File: config.mk
export PLATFORM = sky130hd
export DESIGN_NAME = swt_timer
export DESIGN_NICKNAME = d
export VERILOG_FILES = /design/src/hw/swt_tick.v /design/src/hw/swt_timer.v
export VERILOG_INCLUDE_DIRS = /design/src /design/src/hw
export SDC_FILE = /design/constraint.sdc
export NUM_CORES = 1
export LEC_CHECK = 0
export ABC_AREA = 1
export BUFFER_PORTS_ARGS = -buffer_cell sky130_fd_sc_hd__buf_4
export CAP_MARGIN = 20
export CORE_UTILIZATION = 47
export CTS_CLUSTER_SIZE = 8
export DETAILED_ROUTE_END_ITERATION = 16
export SYNTH_ARGS = -nofsm -noshare
export SYNTH_HDL_FRONTEND = slang
export SYNTH_SLANG_ARGS = --single-unit
File: constraint.sdc
create_clock -name clk_i -period 11 [get_ports clk_i]
set_input_delay 1.65 -clock clk_i [delete_from_list [all_inputs] [get_ports clk_i]]
set_output_delay 1.65 -clock clk_i [all_outputs]
set_load 0.1 [all_outputs]
File: src/hw/swt_defines.vh
// swt_defines.vh: constants for the stairwell / dual-function timer
// assumes: included by the timer modules; definitions only
`ifndef SWT_DEFINES_VH
`define SWT_DEFINES_VH

// register offsets
`define SWT_REG_CTRL 4'h0
`define SWT_REG_DELAY 4'h1
`define SWT_REG_LONG 4'h2
`define SWT_REG_STATUS 4'h3
`define SWT_REG_ELAPSED 4'h4
`define SWT_REG_CYCLE 4'h5

// control field positions
`define SWT_CTRL_MODE 0
`define SWT_CTRL_BASE_LO 1
`define SWT_CTRL_BASE_HI 2
`define SWT_CTRL_EN 3

// reset values
`define SWT_CTRL_RST 4'h3
`define SWT_DELAY_RST 16'h0003
`define SWT_LONG_RST 16'h0002
`define SWT_CYCLE_RST 16'h000a

// modes and time bases
`define SWT_MODE_STAIR 1'b0
`define SWT_MODE_DUAL 1'b1
`define SWT_BASE_SEC 2'h0
`define SWT_BASE_MIN 2'h1
`define SWT_BASE_HOUR 2'h2

// time base ticks in units of 50 ms, warning offset and blink in ticks
`define SWT_TICK_MS 50
`define SWT_CLK_MHZ 250
`define SWT_SEC_TICKS 20
`define SWT_MIN_TICKS 1200
`define SWT_HOUR_TICKS 72000
`define SWT_WARN_SEC 15
`define SWT_BLINK_SEC 1
`define SWT_WARN_MIN 300
`define SWT_BLINK_MIN 20
`define SWT_WARN_HOUR 18000
`define SWT_BLINK_HOUR 1200
`define SWT_CYCLE_LIMIT_MS 25

`endif

File: src/hw/swt_tick.v
// swt_tick.v: divider making a one-cycle 50 ms enable pulse
// assumes: single clock at 250 MHz, async active-low reset
`timescale 1ns/10ps
`default_nettype none
`include "swt_defines.vh"

module swt_tick #(
    parameter integer TICK_CYCLES = `SWT_TICK_MS * 1000 * `SWT_CLK_MHZ
) (
    input wire clk_i,
    input wire nrst_i,
    input wire run_i,
    output reg tick_o
);
    reg [31:0] cnt_q;

    always @(posedge clk_i or negedge nrst_i)
    begin
        if (!nrst_i)
        begin
            cnt_q <= 32'h0;
            tick_o <= 1'b0;
        end
        else if (!run_i)
        begin
            cnt_q <= 32'h0;
            tick_o <= 1'b0;
        end
        else if (cnt_q == TICK_CYCLES - 1)
        begin
            cnt_q <= 32'h0;
            tick_o <= 1'b1;
        end
        else
        begin
            cnt_q <= cnt_q + 32'h1;
            tick_o <= 1'b0;
        end
    end
endmodule
`default_nettype wire

File: src/hw/swt_timer.v
// swt_timer.v: stairwell light and dual-function switch timer
// assumes: trigger from a pin, registers on a plain strobe port
// Operation
// RULE1: stairwell: trigger falling edge zeroes elapsed time, output high
// RULE2: minutes base: output low 1 s, starting 15 s before expiry
// RULE3: stairwell: elapsed reaching delay clears output
// RULE4: stairwell: new trigger while running restarts elapsed time
// RULE5: reset (power loss) clears elapsed time in both modes
// RULE6: warning offset and blink follow the selected time base
// RULE7: seconds base only honoured when cycle time below 25 ms
// RULE8: time base resets to minutes
// RULE9: dual: trigger rising edge starts elapsed time, output high
// RULE10: dual: elapsed reaching hold time clears output unless permanent
// RULE11: dual: trigger held for long-press time enters permanent on
// RULE12: dual: further trigger while on clears output and permanent
// RULE13: elapsed counter runs on base tick, compared with registers
//
// Decided for this implementation: the strobed register port and the placing of the registers.
`timescale 1ns/10ps
`default_nettype none
`include "swt_defines.vh"

module swt_timer #(
    parameter integer TICK_CYCLES = `SWT_TICK_MS * 1000 * `SWT_CLK_MHZ,
    parameter integer CNT_W = 32
) (
    input wire clk_i,
    input wire nrst_i,
    input wire trig_i,
    input wire [3:0] addr_i,
    input wire [15:0] wdata_i,
    input wire wr_i,
    input wire rd_i,
    output reg [15:0] rdata_o,
    output reg switch_o
);
    reg trig_s1_q;
    reg trig_s2_q;
    reg trig_prev_q;
    reg [3:0] ctrl_q;
    reg [15:0] delay_q;
    reg [15:0] long_q;
    reg [15:0] cycle_q;
    reg [CNT_W-1:0] elapsed_q;
    reg [CNT_W-1:0] press_q;
    reg running_q;
    reg perm_q;
    wire tick;
    wire mode;
    wire [1:0] base;
    wire [1:0] eff_base;
    wire rise;
    wire fall;
    reg [CNT_W-1:0] unit_ticks;
    reg [CNT_W-1:0] warn_ticks;
    reg [CNT_W-1:0] blink_ticks;
    reg [CNT_W-1:0] delay_ticks;
    reg [CNT_W-1:0] long_ticks;
    reg in_warn;

    assign mode = ctrl_q[`SWT_CTRL_MODE];
    assign base = ctrl_q[`SWT_CTRL_BASE_HI:`SWT_CTRL_BASE_LO];
    // RULE7: seconds gated
    assign eff_base = (base == `SWT_BASE_SEC && cycle_q >= `SWT_CYCLE_LIMIT_MS)
        ? `SWT_BASE_MIN : base;
    assign rise = trig_s2_q & ~trig_prev_q;
    assign fall = ~trig_s2_q & trig_prev_q;

    swt_tick #(
        .TICK_CYCLES(TICK_CYCLES)
    ) u_tick (
        .clk_i(clk_i),
        .nrst_i(nrst_i),
        .run_i(ctrl_q[`SWT_CTRL_EN]),
        .tick_o(tick)
    );

    // RULE6: per-base scaling
    always @*
    begin
        case (eff_base)
            `SWT_BASE_SEC:
            begin
                unit_ticks = `SWT_SEC_TICKS;
                warn_ticks = `SWT_WARN_SEC;
                blink_ticks = `SWT_BLINK_SEC;
            end
            `SWT_BASE_HOUR:
            begin
                unit_ticks = `SWT_HOUR_TICKS;
                warn_ticks = `SWT_WARN_HOUR;
                blink_ticks = `SWT_BLINK_HOUR;
            end
            default:
            begin
                unit_ticks = `SWT_MIN_TICKS;
                warn_ticks = `SWT_WARN_MIN;
                blink_ticks = `SWT_BLINK_MIN;
            end
        endcase
        delay_ticks = unit_ticks * {{(CNT_W-16){1'b0}}, delay_q};
        long_ticks = unit_ticks * {{(CNT_W-16){1'b0}}, long_q};
    end

    // RULE2: warning window
    always @*
    begin
        in_warn = 1'b0;
        if (mode == `SWT_MODE_STAIR && delay_ticks > warn_ticks)
        begin
            in_warn = (elapsed_q >= delay_ticks - warn_ticks) &&
                (elapsed_q < delay_ticks - warn_ticks + blink_ticks);
        end
    end

    // trigger synchroniser
    always @(posedge clk_i or negedge nrst_i)
    begin
        if (!nrst_i)
        begin
            trig_s1_q <= 1'b0;
            trig_s2_q <= 1'b0;
            trig_prev_q <= 1'b0;
        end
        else
        begin
            trig_s1_q <= trig_i;
            trig_s2_q <= trig_s1_q;
            trig_prev_q <= trig_s2_q;
        end
    end

    // register writes
    always @(posedge clk_i or negedge nrst_i)
    begin
        if (!nrst_i)
        begin
            // RULE8: minutes default
            ctrl_q <= `SWT_CTRL_RST;
            delay_q <= `SWT_DELAY_RST;
            long_q <= `SWT_LONG_RST;
            cycle_q <= `SWT_CYCLE_RST;
        end
        else if (wr_i)
        begin
            case (addr_i)
                `SWT_REG_CTRL: ctrl_q <= wdata_i[3:0];
                `SWT_REG_DELAY: delay_q <= wdata_i;
                `SWT_REG_LONG: long_q <= wdata_i;
                `SWT_REG_CYCLE: cycle_q <= wdata_i;
                default: ctrl_q <= ctrl_q;
            endcase
        end
    end

    // timer core
    always @(posedge clk_i or negedge nrst_i)
    begin
        if (!nrst_i)
        begin
            // RULE5: power loss clears
            elapsed_q <= {CNT_W{1'b0}};
            press_q <= {CNT_W{1'b0}};
            running_q <= 1'b0;
            perm_q <= 1'b0;
            switch_o <= 1'b0;
        end
        else if (mode == `SWT_MODE_STAIR)
        begin
            perm_q <= 1'b0;
            press_q <= {CNT_W{1'b0}};
            if (fall)
            begin
                // RULE1: falling edge starts
                // RULE4: retrigger restarts
                elapsed_q <= {CNT_W{1'b0}};
                running_q <= 1'b1;
                switch_o <= 1'b1;
            end
            else if (running_q)
            begin
                // RULE13: tick counting
                if (elapsed_q >= delay_ticks)
                begin
                    // RULE3: expiry clears
                    running_q <= 1'b0;
                    switch_o <= 1'b0;
                end
                else
                begin
                    if (tick)
                        elapsed_q <= elapsed_q + {{(CNT_W-1){1'b0}}, 1'b1};
                    // RULE2: warning blink
                    switch_o <= ~in_warn;
                end
            end
            else
                switch_o <= 1'b0;
        end
        else
        begin
            if (rise && (running_q || perm_q))
            begin
                // RULE12: next trigger cancels
                running_q <= 1'b0;
                perm_q <= 1'b0;
                elapsed_q <= {CNT_W{1'b0}};
                press_q <= {CNT_W{1'b0}};
                switch_o <= 1'b0;
            end
            else if (rise)
            begin
                // RULE9: rising edge starts
                elapsed_q <= {CNT_W{1'b0}};
                press_q <= {CNT_W{1'b0}};
                running_q <= 1'b1;
                switch_o <= 1'b1;
            end
            else if (running_q)
            begin
                if (trig_s2_q && tick)
                    press_q <= press_q + {{(CNT_W-1){1'b0}}, 1'b1};
                if (!trig_s2_q)
                    press_q <= {CNT_W{1'b0}};
                if (trig_s2_q && press_q >= long_ticks)
                begin
                    // RULE11: long press latches on
                    perm_q <= 1'b1;
                    running_q <= 1'b0;
                    switch_o <= 1'b1;
                end
                else if (elapsed_q >= delay_ticks)
                begin
                    // RULE10: hold expiry
                    running_q <= 1'b0;
                    switch_o <= 1'b0;
                end
                else if (tick)
                    elapsed_q <= elapsed_q + {{(CNT_W-1){1'b0}}, 1'b1};
            end
            else
                switch_o <= perm_q;
        end
    end

    // register reads
    always @(posedge clk_i or negedge nrst_i)
    begin
        if (!nrst_i)
            rdata_o <= 16'h0;
        else if (rd_i)
        begin
            case (addr_i)
                `SWT_REG_CTRL: rdata_o <= {12'h0, ctrl_q};
                `SWT_REG_DELAY: rdata_o <= delay_q;
                `SWT_REG_LONG: rdata_o <= long_q;
                `SWT_REG_STATUS: rdata_o <= {11'h0, eff_base, perm_q, running_q, switch_o};
                `SWT_REG_ELAPSED: rdata_o <= elapsed_q[15:0];
                `SWT_REG_CYCLE: rdata_o <= cycle_q;
                default: rdata_o <= 16'h0;
            endcase
        end
        else
            rdata_o <= 16'h0;
    end
endmodule
`default_nettype wire

Word-level counts from Yosys, hierarchy flattened
Index checks and enable logic that the tools add are counted.
{"block": "classes", "add_sub_neg": 5, "multipliers": 2, "n_lt_le_gt_ge": 6, "n_eq_ne": 14, "mux": 48, "bitwise": 6, "n_reduce_logical": 18}
{"op": "two-way mux 32 bit", "n": 17}
{"op": "adder 32 x 1 -> 32 bit, second input constant", "n": 3}
{"op": ">= comparator 32 bit", "n": 3}
{"op": "one-hot mux 16 bit (6 select lines)", "n": 1}
{"op": "multiplier 32 x 16 -> 32 bit", "n": 2}
{"op": "one-hot mux 17 bit (2 select lines)", "n": 1}
{"op": "adder 32 bit", "n": 1}
{"op": "equality test 32 x 24 -> 1 bit, second input constant", "n": 1}
{"op": "> comparator 32 bit", "n": 1}
{"op": "less-than comparator 32 bit", "n": 1}
{"op": "subtractor 32 bit", "n": 1}
{"op": "one-hot mux 15 bit (2 select lines)", "n": 1}
{"op": "two-way mux 1 bit", "n": 25}
{"op": "one-hot mux 11 bit (2 select lines)", "n": 1}
{"op": ">= comparator 16 x 5 -> 1 bit, second input constant", "n": 1}
{"op": "two-way mux 16 bit", "n": 1}
{"op": "AND reduction 2 bit", "n": 5}
{"op": "equality test 4 x 2 -> 1 bit, second input constant", "n": 2}
{"op": "equality test 4 x 3 -> 1 bit, second input constant", "n": 2}
{"op": "logical AND 1 bit", "n": 6}
{"op": "!= test 3 x 1 -> 1 bit, second input constant", "n": 2}
{"op": "!= test 6 x 2 -> 1 bit, second input constant", "n": 1}
{"op": "AND reduction 3 bit", "n": 2}
{"op": "!= test 5 x 2 -> 1 bit, second input constant", "n": 1}
{"op": "12 further kinds", "n": 17}
{"block": "word_totals", "regBits": 171, "input_bits": 25, "output_inout_bits": 17, "elab_cells": 114}

Depth between registers and ports, before layout
Gate-level depths: netlist of run 1.
{"block": "depth", "word_depth": 16, "mapped_depth": 59, "depth_no_buf": 58}

Cells and area by module
A second synthesis of run 1 with hierarchy kept.
{"block": "hier_totals", "hier_cells": 3425, "hier_area_um2": 25475.7}
{"mod": "swt_timer", "n_inst": 1, "cells_each": 3125, "area_per_inst_um2": 23413.7}
{"mod": "swt_tick", "n_inst": 1, "cells_each": 300, "area_per_inst_um2": 2062.0}

Worst setup path after synthesis of run 1
No wires, ideal clock.
{"block": "synth_timing", "kind": "reg-to-reg", "from": "reg cycle_q[1]", "to": "reg switch_o", "arrival_ns": 8.244, "slack_ns": 2.629, "stages_incl_launch_ff": 50, "path_buffers": 1, "path_cell_list": "dfstp_2 > inv_1 > nand3_1 > nand2_1 > nand2_1 > nor2_1 > inv_1 > nand2_1 > inv_1 > clkbuf_1 > nand2_1 > fa_1 > inv_1 > fa_1 > fa_1 > inv_1 > fa_1 > inv_1 > [... 14 more ...] > nand2_4 > nand3_1 > nand2_2 > nor2_1 > nand3_1 > nor2_4 > nand3_1 > nor2_1 > nand3_1 > nand2_1 > inv_1 > ha_1 > a2111oi_0 > o2111ai_1 > a21oi_1 > nand3_1 > nand2_1 > nand3_1"}
{"block": "synth_between", "elab_chain_cells": 16, "elab_cells_between_ends": 31, "classes_between": "2 x add/sub; 2 x mul; 6 x order compare; 2 x eq/ne; 13 x mux; 1 x bitwise; 5 x reduce/logical"}
{"element": "start, declared", "line_no": "swt_timer.v:43", "source": "reg [15:0] cycle_q;"}
{"element": "start signal, assigned", "line_no": "swt_timer.v:142", "source": "cycle_q <= `SWT_CYCLE_RST;"}
{"element": "start signal, assigned", "line_no": "swt_timer.v:150", "source": "`SWT_REG_CYCLE: cycle_q <= wdata_i;"}
{"element": ">= comparator 16 x 5 -> 1 bit (no line) *"}
{"element": "logical AND 1 bit (no line) *"}
{"element": "two-way mux 2 bit *", "line_no": "swt_timer.v:64", "source": "assign eff_base = (base == `SWT_BASE_SEC && cycle_q >= `SWT_CYCLE_LIMIT_MS)"}
{"element": "equality test 2 bit / logical NOT 2 bit (equally long branches)", "line_no": "swt_timer.v:81", "source": "case (eff_base)"}
{"element": "one-hot mux 17 bit (2 select lines)", "line_no": "swt_timer.v:81"}
{"element": "multiplier 32 x 16 -> 32 bit", "line_no": "swt_timer.v:101", "source": "delay_ticks = unit_ticks * {{(CNT_W-16){1'b0}}, delay_q};"}
{"element": "subtractor 32 bit", "line_no": "swt_timer.v:111, swt_timer.v:112"}
{"element": "adder 32 bit", "line_no": "swt_timer.v:112", "source": "(elapsed_q < delay_ticks - warn_ticks + blink_ticks);"}
{"element": "less-than comparator 32 bit", "line_no": "swt_timer.v:112"}
{"element": "logical AND 1 bit", "line_no": "swt_timer.v:111", "source": "in_warn = (elapsed_q >= delay_ticks - warn_ticks) &&"}
{"element": "two-way mux 1 bit", "line_no": "swt_timer.v:109", "source": "if (mode == `SWT_MODE_STAIR && delay_ticks > warn_ticks)"}
{"element": "inverter 1 bit", "line_no": "swt_timer.v:194", "source": "switch_o <= ~in_warn;"}
{"element": "two-way mux 1 bit", "line_no": "swt_timer.v:183", "source": "if (elapsed_q >= delay_ticks)"}
{"element": "two-way mux 1 bit", "line_no": "swt_timer.v:180", "source": "else if (running_q)"}
{"element": "two-way mux 1 bit", "line_no": "swt_timer.v:172", "source": "if (fall)"}
{"element": "two-way mux 1 bit", "line_no": "swt_timer.v:168", "source": "else if (mode == `SWT_MODE_STAIR)"}
{"element": "end signal, assigned", "line_no": "swt_timer.v:194"}
{"element": "end signal, assigned", "line_no": "swt_timer.v:242", "source": "switch_o <= perm_q;"}
{"element": "end, declared", "line_no": "swt_timer.v:35", "source": "output reg switch_o"}
Every way passes the cells marked *; elsewhere a longest branch is shown, timed or not.
A chain may end at the register's enable or synchronous reset.

Worst setup path after layout of run 1
{"block": "layout_timing", "from": "reg cycle_q[6]", "to": "reg elapsed_q[6]"}
{"block": "layout_between", "elab_chain_cells": 13, "elab_cells_between_ends": 21, "classes_between": "2 x mul; 3 x order compare; 2 x eq/ne; 10 x mux; 4 x reduce/logical"}
{"element": ">= comparator 16 x 5 -> 1 bit (no line) *"}
{"element": "logical AND 1 bit (no line) *"}
{"element": "two-way mux 2 bit *", "line_no": "swt_timer.v:64"}
{"element": "equality test 2 bit / logical NOT 2 bit (equally long branches)", "line_no": "swt_timer.v:81"}
{"element": "one-hot mux 17 bit (2 select lines) *", "line_no": "swt_timer.v:81"}
{"element": "multiplier 32 x 16 -> 32 bit", "line_no": "swt_timer.v:101"}
{"element": ">= comparator 32 bit", "line_no": "swt_timer.v:183, swt_timer.v:232"}
{"element": "two-way mux 32 bit (6 in a row)"}
{"element": "end signal, assigned", "line_no": "swt_timer.v:162", "source": "elapsed_q <= {CNT_W{1'b0}};"}
{"element": "end signal, assigned", "line_no": "swt_timer.v:176", "source": "elapsed_q <= {CNT_W{1'b0}};"}
{"element": "end signal, assigned", "line_no": "swt_timer.v:192", "source": "elapsed_q <= elapsed_q + {{(CNT_W-1){1'b0}}, 1'b1};"}
{"element": "end, declared", "line_no": "swt_timer.v:44", "source": "reg [CNT_W-1:0] elapsed_q;"}
Every way passes the cells marked *; elsewhere a longest branch is shown, timed or not. The select of a mux whose other input is x is not followed.

==> results of run 1 <==
registers in the layout, summed over array words and instances, names as in the netlist, 4 cells and up:
register	count
u_tick.cnt_q	32
long_q	16
press_q	32
ctrl_q	4
delay_q	16
elapsed_q	32
cycle_q	16
rdata_o	16
Yosys cell counts (3+ instances only):
library cell | n | area share, %
inv_1 | 704 | 11
nand2_1 | 645 | 9.7
ha_1 | 402 | 20
nor2_1 | 324 | 4.9
fa_1 | 204 | 16
dfrtp_1 | 164 | 17
a21oi_1 | 155 | 3.1
o21ai_0 | 127 | 2.6
nand3_1 | 124 | 2.5
nor3_1 | 64 | 1.3
nand4_1 | 56 | 1.4
xor2_1 | 49 | 1.7
clkbuf_1 | 31 | 0.47
nand2_2 | 31 | 0.78
nor4_1 | 25 | 0.63
xnor2_1 | 23 | 0.81
inv_2 | 19 | 0.29
a211oi_1 | 16 | 0.48
o22ai_1 | 16 | 0.40
nor2_2 | 15 | 0.38
a221oi_1 | 13 | 0.46
a31oi_1 | 11 | 0.28
nor2_4 | 9 | 0.41
o21a_1 | 9 | 0.27
nor3b_1 | 8 | 0.24
dfstp_2 | 7 | 0.74
o21ai_1 | 7 | 0.14
o21bai_1 | 7 | 0.21
o211ai_1 | 6 | 0.18
nand2_4 | 5 | 0.23
or2_2 | 5 | 0.13
a2111oi_0 | 4 | 0.14
nand3_2 | 4 | 0.16
nand3b_1 | 4 | 0.12
o221ai_1 | 3 | 0.11
worst paths after layout:
| check | startpoint | endpoint | slack [ns] | cells after the start |
|---|---|---|---|---|
| worst max-delay path | cycle_q[6] | elapsed_q[6] | 1.59 | 46 |
| worst min-delay path | trig_s1_q | trig_s2_q | 0.35 | 0 |
| worst max register to register | cycle_q[6] | elapsed_q[6] | 1.59 | 46 |
| worst min register to register | trig_s1_q | trig_s2_q | 0.35 | 0 |
| max in group asynchronous | nrst_i | cycle_q[11] | 8.16 | 2 |
| min in group asynchronous | nrst_i | u_tick.cnt_q[20] | 1.26 | 1 |
logic make-up after synthesis:
family,Yosys count,synth area share (%)
simple gates,1329,23.3
fa+ha+maj,606,36.7
buf+inv,759,11.5
compound gates,385,8.75
flops,171,17.3
xor+xnor,72,2.54
metal layers:
layer	share of wire, %	global-route usage [%]
met5	0.019	0
met4	3.3	8.98
met3	2.8	2.10
met2	49	45.9
met1	45	33.3
area by class of cell:
type,count,area (µm²),share of cell area [%]
Clock buffer,21,470,1.77
Clock inverter,11,146,0.551
Inverter,724,2720,10.2
Multi-Input combinational cell,2392,17700,66.6
Sequential cell,171,4290,16.1
Tap cell,680,851,3.20
Timing Repair Buffer,52,394,1.48
per-stage QoR:
step                      setup WS (ns)  hold slack [ns]  cells  utilization [%]
after floorplan                    2.63            0.331   3322                -
after global placement             1.72            0.333   4019             50.2
after detailed placement           1.60            0.337   4019             50.2
after CTS                          1.56            0.351   4051             51.4
after global routing              0.714            0.357   4051             51.4
final                              1.59            0.349   4051             51.4
==> impl_metrics.tcl, run 1 <==
set metrics [dict create \
    outcome "complete, no violations" \
    wl_per_cell_um 16.5 \
    hold_class "reg -> reg" \
    core_mm2 0.0517 \
    start_util_pct 48.0 \
    path_common_cell "inv_1" \
    tns_ns 0 \
    setup_viol 0 \
    drt_first_pass_iters 5 \
    ctsHoldBuffers 0 \
    ios 42 \
    ys_seq_area_share_pct 17.3 \
    wirelength_mm 66.7 \
    insertedDiodeCount 0 \
    die_height_um 232 \
    synth_ff_type "dfrtp_1" \
    grt-ovfl-total 0 \
    vias 21319 \
    dpl_cell_area_mm2 0.0260 \
    syn_nets 3953 \
    final_cell_mix "inv_1, nand2_1, ha_1" \
    ant_nets 0 \
    yosys_warnings 0 \
    grt_first_pass_wirelength_mm 111 \
    htree_levels 4 \
    rsz0062_at_grt "no" \
    critPathRequiredTime_ns 11.33 \
    cp-end-kind "flip-flop" \
    drive_gt1_share_pct 5.58 \
    cts_tree "yes" \
    cts_resized 0 \
    startpoint_type "flip-flop" \
    synth_area_per_cell_um2 7.48 \
    syn_inst 3322 \
    grt_usage_pct 26.0 \
    clock.fmax_mhz 106 \
    async_flop_share_pct 100 \
    path_max_fanout 24 \
    drv_cap 0 \
    antenna_found_initial 1 \
    numCtsBuffers 17 \
    critPathArrivalTime_ns 9.74 \
    grt_max_degree 102 \
    routabilityCongestion 0.936 \
    ys_ff_latch 171 \
    tightest_slew_ns 0.999 \
    criticalPathCategory "reg -> reg" \
    die_area_mm2 0.0538 \
    min_period_ns 9.41 \
    clk_latency_ns 0.45 \
    dp_hpwl_mm 57.1 \
    mostFrequentLayoutCell "inv_1" \
    fillers 5167 \
    slowest_stage "fa_1" \
    nNetsFinal 3989 \
    finalCritPeriodShare_pct 85.5 \
    clkTransAtPathRegs_ns 0.07 \
    cts_buffer_depth 2 \
    crit_buf_inv 10 \
    synth_cell_types 56 \
    slew-limit-headroom_pct 33.3 \
    area_growth_pct 6.98 \
    cts_root_buffer "clkbuf_16" \
    syn-cell-area_mm2 0.0248 \
    slowest_delay_ns 0.54 \
    row_count 83 \
    drtIter0Drc 1138 \
    clock-sinks 171 \
    postCtsSetupBuffers 0 \
    synth_enable_flop_cells 0 \
    worst_path_dominant_cell_family "adder cells" \
    final_area_mm2 0.0266 \
    grt_pass1_vias 21995 \
    hold_viol 0 \
    report.final.slew_viol_count 0 \
    drc 0 \
    dieWidth_um 232 \
    worst_clock_skew_ns 0.0158 \
    viasPerCell 5.26 \
    portBuffers 41 \
]
Power of run 1 is not shown: default switching activity piles up to over one toggle a cycle in this logic, so the estimate is an artifact.
==> inputs of run 2 (changes only) <==
--- a/config.mk
+++ b/config.mk
@@ -12,6 +12,8 @@
 export CORE_UTILIZATION = 47
 export CTS_CLUSTER_SIZE = 8
 export DETAILED_ROUTE_END_ITERATION = 16
+export RECOVER_POWER = 25
+export REMOVE_ABC_BUFFERS = 1
 export SYNTH_ARGS = -nofsm -noshare
 export SYNTH_HDL_FRONTEND = slang
 export SYNTH_SLANG_ARGS = --single-unit
==> impl_metrics.tcl, run 2 (synthesis results as in run 1) <==
set metrics [dict create \
    critPathArrivalTime_ns 10.30 \
    cp-end-kind "flip-flop" \
    fin_cells 4050 \
    drv_cap 2 \
    tightest_slew_ns 3.16 \
    area_growth_pct 6.68 \
    rsz0062_at_grt "no" \
    setup_viol 0 \
    dp_hpwl_mm 57.7 \
    regArea_mm2 0.00429 \
    ctsHoldBuffers 0 \
    dieWidth_um 232 \
    slowest_delay_ns 0.69 \
    finalCritPeriodShare_pct 90.7 \
    grt_max_degree 68 \
    clock-sinks 171 \
    hold_viol 0 \
    viasPerCell 5.30 \
    drt_first_pass_iters 7 \
    insertedDiodeCount 0 \
    violations "max-capacitance violations, max-slew violations" \
    ant_nets 0 \
    worst_path_dominant_cell_family "adder cells" \
    wirelength_mm 67.6 \
    grt_pass1_vias 22059 \
    postCtsSetupBuffers 0 \
    routabilityCongestion 0.949 \
    hold_class "reg -> reg" \
    grt_usage_pct 26.1 \
    antenna_found_initial 1 \
    critPathRequiredTime_ns 11.32 \
    cts_root_buffer "clkbuf_16" \
    core_mm2 0.0517 \
    worst_clock_skew_ns 0.0163 \
    clk_latency_ns 0.45 \
    clkTransAtPathRegs_ns 0.08 \
    portBuffers 41 \
    grt_first_pass_wirelength_mm 112 \
    row_count 83 \
    cts_buffer_depth 2 \
    slew-limit-headroom_pct -111 \
    drive_gt1_share_pct 5.43 \
    top_regs "elapsed_q: 32 flops, press_q: 32 flops, u_tick.cnt_q: 32 flops" \
    path_max_fanout 27 \
    slowest_stage "clkinv_1" \
    final_cell_mix "inv_1, nand2_1, ha_1" \
    numCtsBuffers 17 \
    startpoint_type "flip-flop" \
    fillers 5146 \
    mostFrequentLayoutCell "inv_1" \
    cts_tree "yes" \
    htree_levels 4 \
    pre_cts_slack_ns 1.15 \
    fin_ws_ns 1.02 \
    vias 21458 \
    die_area_mm2 0.0538 \
    clock.fmax_mhz 100 \
    drc 0 \
    dp.cells 4018 \
    ios 42 \
    whs_ns 0.356 \
    path_common_cell "inv_1" \
    die_height_um 232 \
    nNetsFinal 3988 \
    crit_buf_inv 9 \
    cts_resized 0 \
    grt-ovfl-total 0 \
    outcome "complete, but fails checks" \
    report.final.slew_viol_count 108 \
    multiInputGateArea_mm2 0.0177 \
    min_period_ns 9.98 \
    drtIter0Drc 1431 \
    wl_per_cell_um 16.7 \
    tns_ns 0 \
    start_util_pct 48.0 \
    criticalPathCategory "reg -> reg" \
]
-- run 2: cell types whose count changed in the layout (fill, tap and decap cells not counted), sizes merged --
cell / previous run / this run
buf: 52 / 48
clkbuf: 21 / 24
bufinv: 2 / 0
clkinv: 3 / 4
clkinvlp: 0 / 1
-- run 2: layer usage --
layer  wire (µm)  track usage [%]  vias to the layer above  part of all wire, %
met1       30500             34.0                    10275                   45
met5          13                0                        -                0.019
met4        2000             8.51                        2                  3.0
met3        2220             2.01                       97                  3.3
met2       32900             45.8                      447                   49
li1            -                -                    10637                    -
-- run 2: worst paths after layout --
path                            slack, ns  depth (start not counted)               to      start
worst min register to register       0.36                          0        trig_s2_q  trig_s1_q
worst max-delay path                 1.02                         41     elapsed_q[4]  ctrl_q[2]
max in group asynchronous            4.51                          3      delay_q[10]     nrst_i
worst max register to register       1.02                         41     elapsed_q[4]  ctrl_q[2]
min in group asynchronous            2.26                          1  u_tick.cnt_q[1]     nrst_i
worst min-delay path                 0.36                          0        trig_s2_q  trig_s1_q
-- run 2: worst register-to-register path: cells and delay by family, from the launching register on --
family	cells	cell delay, ns
buffers and inverters	9	1.96
flip-flops	1	0.38
XOR/XNOR	1	0.14
adder cells (fa/ha/maj)	8	3.45
AO/OA/AOI/OAI	12	2.34
AND/OR/NAND/NOR	11	1.61
-- run 2: layout make-up --
type | count | area share, %
multi-input cells | 2392 | 66.8
flip-flops and latches | 171 | 16.2
inverters | 724 | 10.3
well taps | 680 | 3.21
clock buffers | 21 | 1.74
repair buffers | 51 | 1.42
clock inverters | 11 | 0.382
-- run 2: through the flow --
stage	utilization (%)	cell area, µm²
floorplan	-	24700
finish	51.3	26500
global placement	50.2	26000
CTS	51.3	26500
detailed placement	50.2	26000
global route	51.3	26500
Power of run 2 is left out for the same reason.
